==> src/ctp_pkg.sv <==
// Package for the transmit port configuration register slice.
// Assumes an 8-bit register access port with 8-bit addresses.
package ctp_pkg;
  // ----------------------------------------
  // Register offsets
  // ----------------------------------------
  localparam logic [7:0] CTP_ADDR_TIME_HIGH = 8'h30;
  localparam logic [7:0] CTP_ADDR_TIME_LOW = 8'h31;
  localparam logic [7:0] CTP_ADDR_BANK_SEL = 8'h32;
  localparam logic [7:0] CTP_ADDR_LANE_CTL = 8'h33;

  // ----------------------------------------
  // Field positions
  // ----------------------------------------
  localparam int CTP_SEL_READ_BIT = 4;
  localparam int CTP_SEL_WR1_BIT = 1;
  localparam int CTP_SEL_WR0_BIT = 0;
  localparam int CTP_CTL_CAL_BIT = 6;
  localparam int CTP_CTL_LANE_HI = 5;
  localparam int CTP_CTL_LANE_LO = 4;
  localparam int CTP_CTL_LP_HI = 3;
  localparam int CTP_CTL_LP_LO = 2;
  localparam int CTP_CTL_CONT_BIT = 1;
  localparam int CTP_CTL_EN_BIT = 0;

  // ----------------------------------------
  // Writable masks and reset values
  // ----------------------------------------
  localparam logic [7:0] CTP_SEL_MASK = 8'h13;
  localparam logic [7:0] CTP_CTL_MASK = 8'h7f;
  localparam logic [7:0] CTP_SEL_RESET = 8'h00;
  localparam logic [7:0] CTP_CTL_RESET = 8'h00;

  // ----------------------------------------
  // Forced low-power encodings
  // ----------------------------------------
  localparam logic [1:0] CTP_LP_NORMAL = 2'h0;
  localparam logic [1:0] CTP_LP_DATA = 2'h1;
  localparam logic [1:0] CTP_LP_RSVD = 2'h2;
  localparam logic [1:0] CTP_LP_ALL = 2'h3;

  // Transmitter sequencing states
  typedef enum logic [1:0] {CTP_TX_OFF, CTP_TX_CAL, CTP_TX_RUN} ctp_tx_state_type;
endpackage

==> src/ctp_tx_port.sv <==
// One transmit port: control copy, field decode and start-up sequencing.
// Assumes the calibration done and packet sent inputs come from the same clock.
`timescale 1ns/10ps
module ctp_tx_port
  import ctp_pkg::*;
(
  // Clock and reset
  input wire logic mclk_i,
  input wire logic reset_n_i,
  // Register write
  input wire logic wr_en_i,
  input wire logic [7:0] wr_data_i,
  // Transmitter events
  input wire logic cal_done_i,
  input wire logic pkt_sent_i,
  // Control view
  output logic [7:0] ctl_o,
  output logic [2:0] lane_count_o,
  output logic lp_data_o,
  output logic lp_clock_o,
  output logic cal_request_o,
  output logic hs_allow_o,
  output logic clock_cont_o,
  output logic output_en_o
);
  logic [7:0] ctl_reg, ctl_next;
  ctp_tx_state_type state_reg, state_next;
  logic sent_reg, sent_next;
  logic [3:0] lanes_wide;

  // Next control value and sequencing; disabled output restarts the sequence
  always_comb begin
    ctl_next = ctl_reg;
    if (wr_en_i) begin
      ctl_next = wr_data_i & CTP_CTL_MASK;
    end
    state_next = state_reg;
    sent_next = sent_reg;
    case (state_reg)
      CTP_TX_OFF: begin
        sent_next = 1'b0;
        if (ctl_reg[CTP_CTL_EN_BIT]) begin
          state_next = ctl_reg[CTP_CTL_CAL_BIT] ? CTP_TX_CAL : CTP_TX_RUN;
        end
      end
      CTP_TX_CAL: begin
        if (!ctl_reg[CTP_CTL_EN_BIT]) begin
          state_next = CTP_TX_OFF;
        end else if (cal_done_i) begin
          state_next = CTP_TX_RUN;
        end
      end
      CTP_TX_RUN: begin
        if (!ctl_reg[CTP_CTL_EN_BIT]) begin
          state_next = CTP_TX_OFF;
        end else if (pkt_sent_i) begin
          sent_next = 1'b1;
        end
      end
      default: begin
        state_next = CTP_TX_OFF;
      end
    endcase
  end

  // Register stage
  always_ff @(posedge mclk_i) begin
    if (!reset_n_i) begin
      ctl_reg <= CTP_CTL_RESET;
      state_reg <= CTP_TX_OFF;
      sent_reg <= 1'b0;
    end else begin
      ctl_reg <= ctl_next;
      state_reg <= state_next;
      sent_reg <= sent_next;
    end
  end

  // Field decode: 00 means four lanes, 11 means one
  assign lanes_wide = 4'h4 - {2'h0, ctl_reg[CTP_CTL_LANE_HI:CTP_CTL_LANE_LO]};
  assign lane_count_o = lanes_wide[2:0];
  // Reserved low-power code is treated as normal operation
  assign lp_data_o = (ctl_reg[CTP_CTL_LP_HI:CTP_CTL_LP_LO] == CTP_LP_DATA) ||
                     (ctl_reg[CTP_CTL_LP_HI:CTP_CTL_LP_LO] == CTP_LP_ALL);
  assign lp_clock_o = (ctl_reg[CTP_CTL_LP_HI:CTP_CTL_LP_LO] == CTP_LP_ALL);
  assign ctl_o = ctl_reg;
  assign cal_request_o = (state_reg == CTP_TX_CAL);
  assign hs_allow_o = (state_reg == CTP_TX_RUN);
  assign clock_cont_o = ctl_reg[CTP_CTL_CONT_BIT] && sent_reg;
  assign output_en_o = ctl_reg[CTP_CTL_EN_BIT];
endmodule

==> src/ctp_regs.sv <==
// Register slice: capture time of receive port 3, bank select, per-port lane control.
// Assumes a byte register port driven by an I2C target on the same clock.
`timescale 1ns/10ps
// ----------------------------------------
// How it works
// Address 0x30 reads the upper byte of port 3 capture time.
// Address 0x31 reads the lower byte of port 3 capture time.
// Bank select bit 4 picks which port's control is read back.
// Port 1 control accepts writes only while bank select bit 1 set.
// Port 0 control accepts writes only while bank select bit 0 set.
// Both enable bits set writes both port copies at once.
// Each port has its own control copy, steered by bank select.
// Calibration enable makes the transmitter calibrate before high-speed data.
// Host must enable calibration at the highest lane rate.
// Lane field 00..11 gives four down to one lanes.
// Low-power field: normal, data lanes LP00, reserved, all lanes LP00.
// Continuous clock starts after the first packet when enabled.
// Host stops forwarding before toggling the output enable bit.
// A read-only status bit shows the port selected for reads.
// Writes with no enable change nothing; reserved bits read zero.
// ----------------------------------------
module ctp_regs
  import ctp_pkg::*;
#(
  parameter int NUM_PORTS = 2
)
(
  // Clock and reset
  input wire logic mclk_i,
  input wire logic reset_n_i,
  // Register access port
  input wire logic [7:0] reg_addr_i,
  input wire logic reg_wr_i,
  input wire logic reg_rd_i,
  input wire logic [7:0] reg_wdata_i,
  output logic [7:0] reg_rdata_o,
  output logic reg_hit_o,
  // Captured time of receive port 3
  input wire logic [15:0] port3_capture_time_i,
  // Transmitter events per port
  input wire logic [NUM_PORTS-1:0] cal_done_i,
  input wire logic [NUM_PORTS-1:0] pkt_sent_i,
  // Per-port controls
  output logic [NUM_PORTS*3-1:0] lane_count_o,
  output logic [NUM_PORTS-1:0] lp_data_o,
  output logic [NUM_PORTS-1:0] lp_clock_o,
  output logic [NUM_PORTS-1:0] cal_request_o,
  output logic [NUM_PORTS-1:0] hs_allow_o,
  output logic [NUM_PORTS-1:0] clock_cont_o,
  output logic [NUM_PORTS-1:0] output_en_o,
  // Selected read port status
  output logic read_port_o
);
  logic [7:0] sel_reg, sel_next;
  logic [7:0] rdata_reg, rdata_next;
  logic hit_reg, hit_next;
  logic [7:0] ctl_view [NUM_PORTS];
  logic [NUM_PORTS-1:0] port_wr;
  logic ctl_wr;

  // Control writes reach only ports whose enable bit is set
  assign ctl_wr = reg_wr_i && (reg_addr_i == CTP_ADDR_LANE_CTL);
  assign port_wr[0] = ctl_wr && sel_reg[CTP_SEL_WR0_BIT];
  assign port_wr[1] = ctl_wr && sel_reg[CTP_SEL_WR1_BIT];

  // ----------------------------------------
  // Port copies
  // ----------------------------------------
  // One instance per port; both see the same data so a dual write lands together
  genvar g;
  generate
    for (g = 0; g < NUM_PORTS; g = g + 1) begin : gen_port
      ctp_tx_port u_port (
        .mclk_i(mclk_i),
        .reset_n_i(reset_n_i),
        .wr_en_i(port_wr[g]),
        .wr_data_i(reg_wdata_i),
        .cal_done_i(cal_done_i[g]),
        .pkt_sent_i(pkt_sent_i[g]),
        .ctl_o(ctl_view[g]),
        .lane_count_o(lane_count_o[g*3 +: 3]),
        .lp_data_o(lp_data_o[g]),
        .lp_clock_o(lp_clock_o[g]),
        .cal_request_o(cal_request_o[g]),
        .hs_allow_o(hs_allow_o[g]),
        .clock_cont_o(clock_cont_o[g]),
        .output_en_o(output_en_o[g])
      );
    end
  endgenerate

  // ----------------------------------------
  // Bank select and read path
  // ----------------------------------------
  // Reads are registered so the data lines up with the next byte slot
  always_comb begin
    sel_next = sel_reg;
    if (reg_wr_i && (reg_addr_i == CTP_ADDR_BANK_SEL)) begin
      sel_next = reg_wdata_i & CTP_SEL_MASK;
    end
    rdata_next = rdata_reg;
    hit_next = 1'b0;
    if (reg_rd_i) begin
      hit_next = 1'b1;
      case (reg_addr_i)
        CTP_ADDR_TIME_HIGH: rdata_next = port3_capture_time_i[15:8];
        CTP_ADDR_TIME_LOW: rdata_next = port3_capture_time_i[7:0];
        CTP_ADDR_BANK_SEL: rdata_next = sel_reg;
        CTP_ADDR_LANE_CTL: rdata_next = ctl_view[sel_reg[CTP_SEL_READ_BIT]];
        default: begin
          rdata_next = 8'h00;
          hit_next = 1'b0;
        end
      endcase
    end
  end

  // Register stage
  always_ff @(posedge mclk_i) begin
    if (!reset_n_i) begin
      sel_reg <= CTP_SEL_RESET;
      rdata_reg <= 8'h00;
      hit_reg <= 1'b0;
    end else begin
      sel_reg <= sel_next;
      rdata_reg <= rdata_next;
      hit_reg <= hit_next;
    end
  end

  assign reg_rdata_o = rdata_reg;
  assign reg_hit_o = hit_reg;
  assign read_port_o = sel_reg[CTP_SEL_READ_BIT];
endmodule

==> config.mk <==
export PLATFORM = sky130hd
export DESIGN_NAME = ctp_regs
export DESIGN_NICKNAME = d
export VERILOG_FILES = /design/src/ctp_pkg.sv /design/src/ctp_tx_port.sv /design/src/ctp_regs.sv
export SDC_FILE = /design/constraint.sdc
export NUM_CORES = 1
export LEC_CHECK = 0
export BUFFER_PORTS_ARGS = -buffer_cell sky130_fd_sc_hd__buf_2
export CAP_MARGIN = 10
export CORE_MARGIN = 2
export CORE_UTILIZATION = 30
export DETAILED_ROUTE_END_ITERATION = 10
export SLEW_MARGIN = 40
export SYNTH_ARGS = -nofsm -noshare
export SYNTH_HDL_FRONTEND = slang
export SYNTH_HIERARCHICAL = 1
export SYNTH_SLANG_ARGS = --single-unit
==> constraint.sdc <==
create_clock -name mclk_i -period 5.25 [get_ports mclk_i]
set_clock_uncertainty 0.2 [all_clocks]
set_input_delay 1.05 -clock mclk_i [delete_from_list [all_inputs] [get_ports mclk_i]]
set_output_delay 1.05 -clock mclk_i [all_outputs]
set_load 0.01 [all_outputs]
==> impl_metrics.toml, run 1 <==
[route]
avgViaCountPerCell = 4.59
route.vias.total = 1400
drt_pass1_iterations = 4
antenna_left = 0
drt-total-wl_um = 3770
wl_per_cell_um = 12.4
drc = 0
drt_iter0_drc = 37

[layout]
n_fill_cell = 569
synthToLayoutAreaGrowth_pct = 24.6
antenna_cells = 0
drive_gt1_frac = 0.365
largest_reg_flops = 14
nets = 275

[timing]
timing.hold.ws_ns = 0.274
max-slew-margin-rel = 0.435
period_needed_ns = 2.97
hold_violations = 0
final_max_slew_viol_count = 0
rsz0062_at_grt = "false"
fmax_mhz = 336
setup_viol = 0
min_period_over_period = 0.566
tns_ns = 0
tightest_slew_ns = 0.845

[grt]
antenna_found_initial = 0
grtUsageTotal = 0.129
gr-total-overflow = 0
grt_pass1_vias = 1318
grt_pass1_wl_um = 6220
grt_max_degree = 35

[floorplanning]
top_level_ports = 68
rows = 27
start_util = 0.305
die_area_mm2 = 0.00615
die_w_um = 78.4
die_y_um = 78.4
core-area_mm2 = 0.00544

[worst_setup_path]
cp_max_fo = 7
cpMaxStageDelayCell = "nor2_1"
crit_path_max_incr_delay_ns = 0.68
timing_worst_setup_path_type = "input port to flip-flop"
cp-start-kind = "input port"
cp_cell_sequence = "buf_2, or2_2, nor3_1, nand4_1, nor2_1, mux2i_1, nor2b_1"
required_ns = 5.22
cp.arrival_ns = 2.94
end_kind = "flip-flop"

[clocking]
ctsHoldBuffers = 0
cts_root_buffer = "clkbuf_8"
htreeDepth = 2
numCtsBuffers = 5
clk_pin_slew_worst_paths_ns = 0.06
cts_tree = "done"
cts.sinks = 32
clk-insertion-delay-late_ns = 0.28
cts_resized = 0
cts_buffer_depth = 2
post_cts_buffers = 0

[placed_design]
gp_congestion = 0.677
dp.final_hpwl_um = 2840
portBuffers = 66

[power_and_ir_drop]
p_leak_nw = 0.826
ir_drop_mv = 0.119
power_density_mw_per_mm2 = 220

[synth]
synth_area_per_cell_um2 = 9.49
netlist_instances = 175
yosysWarnings = 6
ys_seq_area_frac = 0.386
synth_nets = 217
ys_types = 33
ys_seq_elements = 32
syn_area_mm2 = 0.00166

[run]
maxCapViolations = 0

[run_status]
outcome = "completed"

[worst_hold_path]
min_path_type = "flip-flop to flip-flop"
==> cell usage after synthesis (all sizes together) <==
| library cell | number | area (µm²) |
|---|---|---|
| a2111oi | 2 | 30.0 |
| a211oi | 1 | 7.51 |
| a21oi | 4 | 20.0 |
| a22oi | 5 | 37.5 |
| a31o | 1 | 8.76 |
| a31oi | 2 | 12.5 |
| a32o | 3 | 30.0 |
| and2 | 5 | 31.3 |
| and3 | 1 | 6.26 |
| and4b | 1 | 10.0 |
| buf | 11 | 76.3 |
| clkbuf | 4 | 15.0 |
| clkinv | 1 | 3.75 |
| conb | 2 | 7.51 |
| dfxtp | 32 | 641 |
| ha | 2 | 25.0 |
| inv | 11 | 41.3 |
| mux2 | 2 | 30.0 |
| mux2i | 27 | 270 |
| mux4 | 2 | 45.0 |
| nand2 | 10 | 42.5 |
| nand3b | 2 | 15.0 |
| nand4 | 1 | 6.26 |
| nor2 | 8 | 30.0 |
| nor2b | 22 | 138 |
| nor3 | 1 | 5.00 |
| nor4 | 1 | 12.5 |
| o21ai | 4 | 20.0 |
| o22ai | 5 | 31.3 |
| or2 | 2 | 12.5 |
==> routing by layer <==
metal | GRT usage | up-vias | part of all wire
met1 | 0.177 | 643 | 0.47
met3 | 0.0425 | 2 | 0.062
met4 | 0.0316 | 0 | 0.0040
li1 | - | 714 | -
met2 | 0.195 | 41 | 0.46
met5 | 0 | - | 0
==> cell families after synthesis <==
family                   share of synthesized area
flip-flops                                   0.386
AND/OR/NAND/NOR                              0.186
adder cells (fa/ha/maj)                     0.0151
AO/OA/AOI/OAI                                0.119
other                                      0.00452
multiplexers                                 0.208
buffers and inverters                       0.0821
==> cell usage in the layout, fill, tap and decap left out, drive strengths merged, types with 3 or more instances in the layout <==
cell type	n
and2	5
inv	11
o22ai	5
nand2	10
a22oi	5
buf	66
a32o	3
nor2b	22
a21oi	4
o21ai	4
nor2	8
mux2i	27
dfxtp	32
clkbuf	6
==> metrics by stage <==
| stage | cell area (µm²) | cells | setup WS [ns] | utilization | total power [mW] |
|---|---|---|---|---|---|
| after global placement | 1990 | 298 | 1.98 | 0.366 | 0.285 |
| after global routing | 2070 | 305 | 2.06 | 0.381 | 0.477 |
| after detailed placement | 1990 | 298 | 1.93 | 0.366 | 0.285 |
| final | 2070 | 305 | 2.28 | 0.381 | 0.455 |
| after floorplan | 1660 | 175 | 2.67 | - | 0.266 |
| after CTS | 2070 | 305 | 2.23 | 0.380 | 0.461 |
==> critical path, delay by kind of cell <==
kind / cells / cell delay [ns]
buf+inv: 1 / 0.09
simple gates: 5 / 1.54
mux: 1 / 0.26
==> cell type report <==
cell class              count  area (µm²)  area share
inverters                  12        45.0      0.0218
repair buffers             66         330       0.160
flip-flops and latches     32         641       0.309
well taps                  72        90.1      0.0435
clock inverters             1        5.00     0.00242
multi-input cells         116         887       0.428
clock buffers               6        72.6      0.0350
==> where the power goes <==
| group | total, mW | switching, mW | internal, mW | leakage [nW] |
|---|---|---|---|---|
| Combinational | 0.0367 | 0.0179 | 0.0188 | 0.528 |
| Clock | 0.176 | 0.0858 | 0.0900 | 0.0410 |
| Sequential | 0.243 | 0.000112 | 0.243 | 0.258 |
==> worst paths after layout <==
| path | end | slack, ns | cells past startpoint | startpoint |
|---|---|---|---|---|
| min reg2reg | sel_reg[0]$_SDFFE_PN0P_ | 0.27 | 2 | sel_reg[0]$_SDFFE_PN0P_ |
| min | sel_reg[0]$_SDFFE_PN0P_ | 0.27 | 2 | sel_reg[0]$_SDFFE_PN0P_ |
| max reg2reg | reg_rdata_o[0]$_SDFFE_PN0P_ | 3.24 | 3 | sel_reg[4]$_SDFFE_PN0P_ |
| max | gen_port[1].u_port/ctl_o[0]$_SDFFE_PN0P_ | 2.28 | 7 | reg_addr_i[3] |
No activity file was read; power rests on OpenSTA's default activity.
==> inputs of run 2 (changes only) <==
clock period = 2.92 ns   (was 5.25 ns; I/O delays follow)
==> impl_metrics.toml, run 2 (synthesized netlist as in run 1, its figures left out) <==
[timing]
period_needed_ns = 2.08
hold_violations = 0
max-slew-margin-rel = 0.640
tns_ns = 0
setup_viol = 0
min_period_over_period = 0.712
final_max_slew_viol_count = 0
setup_ws_ns = 0.840
rsz0062_at_grt = "false"
fmax_mhz = 481
tightest_slew_ns = 0.535

[power_and_ir_drop]
power_density_mw_per_mm2 = 393
power.switching_mw = 0.190
p_int_mw = 0.632
power.share.sequential = 0.531
netSwitchingFraction = 0.231
comb_power_share = 0.080
ir_drop_mv = 0.204
finalPower_mw = 0.822
p_leak_nw = 0.843
pwr-share-clk = 0.389

[floorplanning]
rows = 27
top_level_ports = 68
start_util = 0.305
core-area_mm2 = 0.00544
die_w_um = 78.4
die_area_mm2 = 0.00615
die_y_um = 78.4

[worst_hold_path]
min_path_type = "flip-flop to flip-flop"
min_delay_path_depth = 2

[grt]
grt_pass1_vias = 1265
grtUsageTotal = 0.127
grt_max_degree = 35
antenna_found_initial = 0
grt_pass1_wl_um = 6010
gr-total-overflow = 0

[placed_design]
gp_congestion = 0.690
dp.final_hpwl_um = 2890
portBuffers = 66
place_ws_ns = 0.530

[worst_setup_path]
required_ns = 2.89
timing_worst_setup_path_type = "input port to flip-flop"
reg2regPathDepth = 3
cp-start-kind = "input port"
cp_max_fo = 7
end_kind = "flip-flop"
cp.arrival_ns = 2.05

[clocking]
cts_resized = 0
clk-insertion-delay-late_ns = 0.28
post_cts_buffers = 0
cts_tree = "done"
numCtsBuffers = 5
cts_root_buffer = "clkbuf_8"
cts_buffer_depth = 2
htreeDepth = 2
cts.sinks = 32
ctsHoldBuffers = 0
clk_pin_slew_worst_paths_ns = 0.06

[route]
avgViaCountPerCell = 4.50
drc = 0
route.vias.total = 1386
drt_iter0_drc = 29
wl_per_cell_um = 12.3
antenna_left = 0
drt_pass1_iterations = 4
drt-total-wl_um = 3790

[layout]
final_common_cell = "buf_2"
largest_reg_flops = 14
post-route-util = 0.384
antenna_cells = 0
layout_common_cells = "66 x buf_2, 32 x dfxtp_1, 27 x mux2i_1"
synthToLayoutAreaGrowth_pct = 25.8
nets = 278
multi_input_area_um2 = 885
drive_gt1_frac = 0.369
seq_area_um2 = 641
n_fill_cell = 571

[run]
maxCapViolations = 0

[run_status]
outcome = "completed"
[run 2: changes by cell type in the layout (fill, tap and decap cells not counted)]
| cell | before | now |
|---|---|---|
| buf_4 | 0 | 3 |
| nor2_1 | 7 | 8 |
| nor2_2 | 1 | 0 |
[run 2: final cells by class]
type,count,area share
well taps,72,0.0431
repair buffers,69,0.169
clock buffers,6,0.0347
flip-flops and latches,32,0.306
inverters,12,0.0215
multi-input cells,116,0.423
clock inverters,1,0.00239
[run 2: worst max-delay path, stage by stage]
cell     delay [ns]
buf_2          0.09
or2_2          0.30
nor3_1         0.32
nand4_1        0.16
nor2_1         0.12
buf_4          0.20
mux2i_1        0.20
nor2b_1        0.06
[run 2: power by group through the flow]
stage               combinational, mW  sequential, mW  clock, mW
floorplan                      0.0310           0.447          0
detailed placement             0.0662           0.447          0
CTS                            0.0666           0.437      0.332
global placement               0.0660           0.447          0
global route                   0.0719           0.436      0.356
finish                         0.0658           0.437      0.320
[run 2: per-layer routing]
| layer | global-route usage | vias up | routed length, µm |
|---|---|---|---|
| li1 | - | 718 | - |
| met1 | 0.158 | 624 | 1810 |
| met5 | 0 | - | 0 |
| met2 | 0.203 | 42 | 1740 |
| met3 | 0.0471 | 2 | 217 |
| met4 | 0.0368 | 0 | 23 |
[run 2: final timing paths]
check | startpoint | endpoint | slack, ns
hold / removal | sel_reg[1]$_SDFFE_PN0P_ | sel_reg[1]$_SDFFE_PN0P_ | 0.27
setup reg to reg | sel_reg[4]$_SDFFE_PN0P_ | reg_rdata_o[0]$_SDFFE_PN0P_ | 1.05
hold reg to reg | sel_reg[1]$_SDFFE_PN0P_ | sel_reg[1]$_SDFFE_PN0P_ | 0.27
setup / recovery | reg_addr_i[3] | gen_port[1].u_port/ctl_o[0]$_SDFFE_PN0P_ | 0.84
[run 2: per-stage QoR]
stage          instance area, µm²  instances  hold WS (ns)
2_1_floorplan                1660        175         0.243
3_3_place_gp                 2010        301         0.259
3_5_place_dp                 2010        301         0.270
4_1_cts                      2090        308         0.280
5_1_grt                      2090        308         0.296
6_report                     2090        308         0.274
==> inputs of run 3 (changes only) <==
clock period = 1.8 ns   (was 2.92 ns; I/O delays follow)
==> impl_metrics.toml, run 3 (synthesized netlist as in run 1, its figures left out) <==
[worst_setup_path]
cp_max_fo = 7
cp_cell_sequence = "buf_2, or2_4, nor3_4, nand4_1, nor2_1, buf_6, mux2i_1, nor2b_1"
cpMaxStageDelayCell = "or2_4"
reg2regPathDepth = 3
cp-start-kind = "input port"
rrSetupSlack_ns = 0.12
crit_cells = 8
crit_path_max_incr_delay_ns = 0.24
endpoint = "gen_port[0].u_port/ctl_o[2]$_SDFFE_PN0P_"
r2r_start = "sel_reg[4]$_SDFFE_PN0P_"
cp.arrival_ns = 1.69
critical-path-top-delay-family = "simple AND/OR/NAND/NOR gates"
rr_endpoint = "reg_rdata_o[0]$_SDFFE_PN0P_"
timing_worst_setup_path_type = "input port to flip-flop"
required_ns = 1.77
end_kind = "flip-flop"
cp.buffers_inverters = 2
crit_start = "reg_addr_i[3]"

[layout]
synthToLayoutAreaGrowth_pct = 33.3
finalInstanceArea_mm2 = 0.00221
n_fill_cell = 549
antenna_cells = 0
layout_common_cells = "65 x buf_2, 31 x dfxtp_1, 27 x mux2i_1"
nets = 288
largest_reg_flops = 14
final_common_cell = "buf_2"
drive_gt1_frac = 0.413
post-route-util = 0.407
multi_input_area_um2 = 903
seq_area_um2 = 642

[grt]
gr-total-overflow = 0
grtUsageTotal = 0.129
grt_pass1_wl_um = 6230
antenna_found_initial = 0
grt_max_degree = 19
grt_pass1_vias = 1316

[route]
antenna_left = 0
wl_per_cell_um = 12.3
avgViaCountPerCell = 4.58
drt_pass1_iterations = 5
drc = 0
route.vias.total = 1462
drt_iter0_drc = 45
drt-total-wl_um = 3930

[timing]
setup_viol = 0
fmax_mhz = 581
hold_violations = 0
period_needed_ns = 1.72
rsz0062_at_grt = "false"
min_period_over_period = 0.957
final_max_slew_viol_count = 0

[clocking]
numCtsBuffers = 5
clk-insertion-delay-late_ns = 0.28
cts.sinks = 32
cts_tree = "done"
clk_pin_slew_worst_paths_ns = 0.07
cts_buffer_depth = 2
cts_root_buffer = "clkbuf_8"
htreeDepth = 2

[worst_hold_path]
min_path_type = "input port to flip-flop"
holdCritStartpoint = "cal_done_i[0]"

[placed_design]
postPlaceCellArea_mm2 = 0.00209
gp_congestion = 0.715
dp.final_hpwl_um = 2950
portBuffers = 66

[power_and_ir_drop]
ir_drop_mv = 0.350
power_density_mw_per_mm2 = 635
p_leak_nw = 0.915

[floorplanning]
die_y_um = 78.4
rows = 27
die_w_um = 78.4
top_level_ports = 68
core-area_mm2 = 0.00544
start_util = 0.305
die_area_mm2 = 0.00615

[run]
maxCapViolations = 0

[run_status]
outcome = "completed"
run 3: metal layers:
layer | routed length, µm | vias up | track usage
met2 | 1810 | 53 | 0.206
met1 | 1830 | 669 | 0.172
met4 | 40 | 0 | 0.0263
li1 | - | 736 | -
met5 | 0 | - | 0
met3 | 250 | 4 | 0.0425
run 3: report_power, final:
part | total [mW] | switching (mW) | internal, mW
logic | 0.126 | 0.0586 | 0.0677
registers | 0.708 | 0.000244 | 0.708
clock network | 0.571 | 0.266 | 0.305
run 3: layout make-up:
class,count,area share
inverters,12,0.0203
clock inverters,2,0.00452
flip-flops and latches,32,0.290
well taps,72,0.0407
repair buffers,79,0.199
multi-input cells,116,0.408
clock buffers,6,0.0373
run 3: repair_timing:
item,CTS,global route
setup buffers,0,1
endpoints found under the setup margin,0,14
gates resized for setup,0,6
hold buffers,0,0
endpoints found under the hold margin,0,0
run 3: worst min-delay path by stage:
stage,depth (start not counted),end
after floorplan,2,gen_port[0].u_port/sent_reg$_SDFFE_PN0P_
after global placement,2,gen_port[1].u_port/sent_reg$_SDFFE_PN0P_
after detailed placement,2,gen_port[1].u_port/sent_reg$_SDFFE_PN0P_
after CTS,2,gen_port[0].u_port/state_reg[0]$_SDFFE_PN0P_
after global routing,2,gen_port[0].u_port/state_reg[0]$_SDFFE_PN0P_
final,2,gen_port[0].u_port/state_reg[0]$_SDFFE_PN0P_
run 3: worst register-to-register path, stage by stage (launching register included):
cell and delay [ns]:
dfxtp_2 0.37, mux2_4 0.30, mux4_2 0.47, a32o_1 0.23
run 3: per-stage QoR:
step           worst slack, ns  total power [mW]  hold slack (ns)  std cells  setup TNS [ns]
4_1_cts                 0.0594              1.42           0.0793        318               0
2_1_floorplan          0.00289             0.776            0.243        175               0
5_1_grt                0.00271              1.47           0.0802        319               0
3_5_place_dp            -0.234             0.845            0.272        310           -3.07
3_3_place_gp            -0.199             0.844            0.258        310           -2.69
6_report                0.0783              1.41           0.0866        319               0
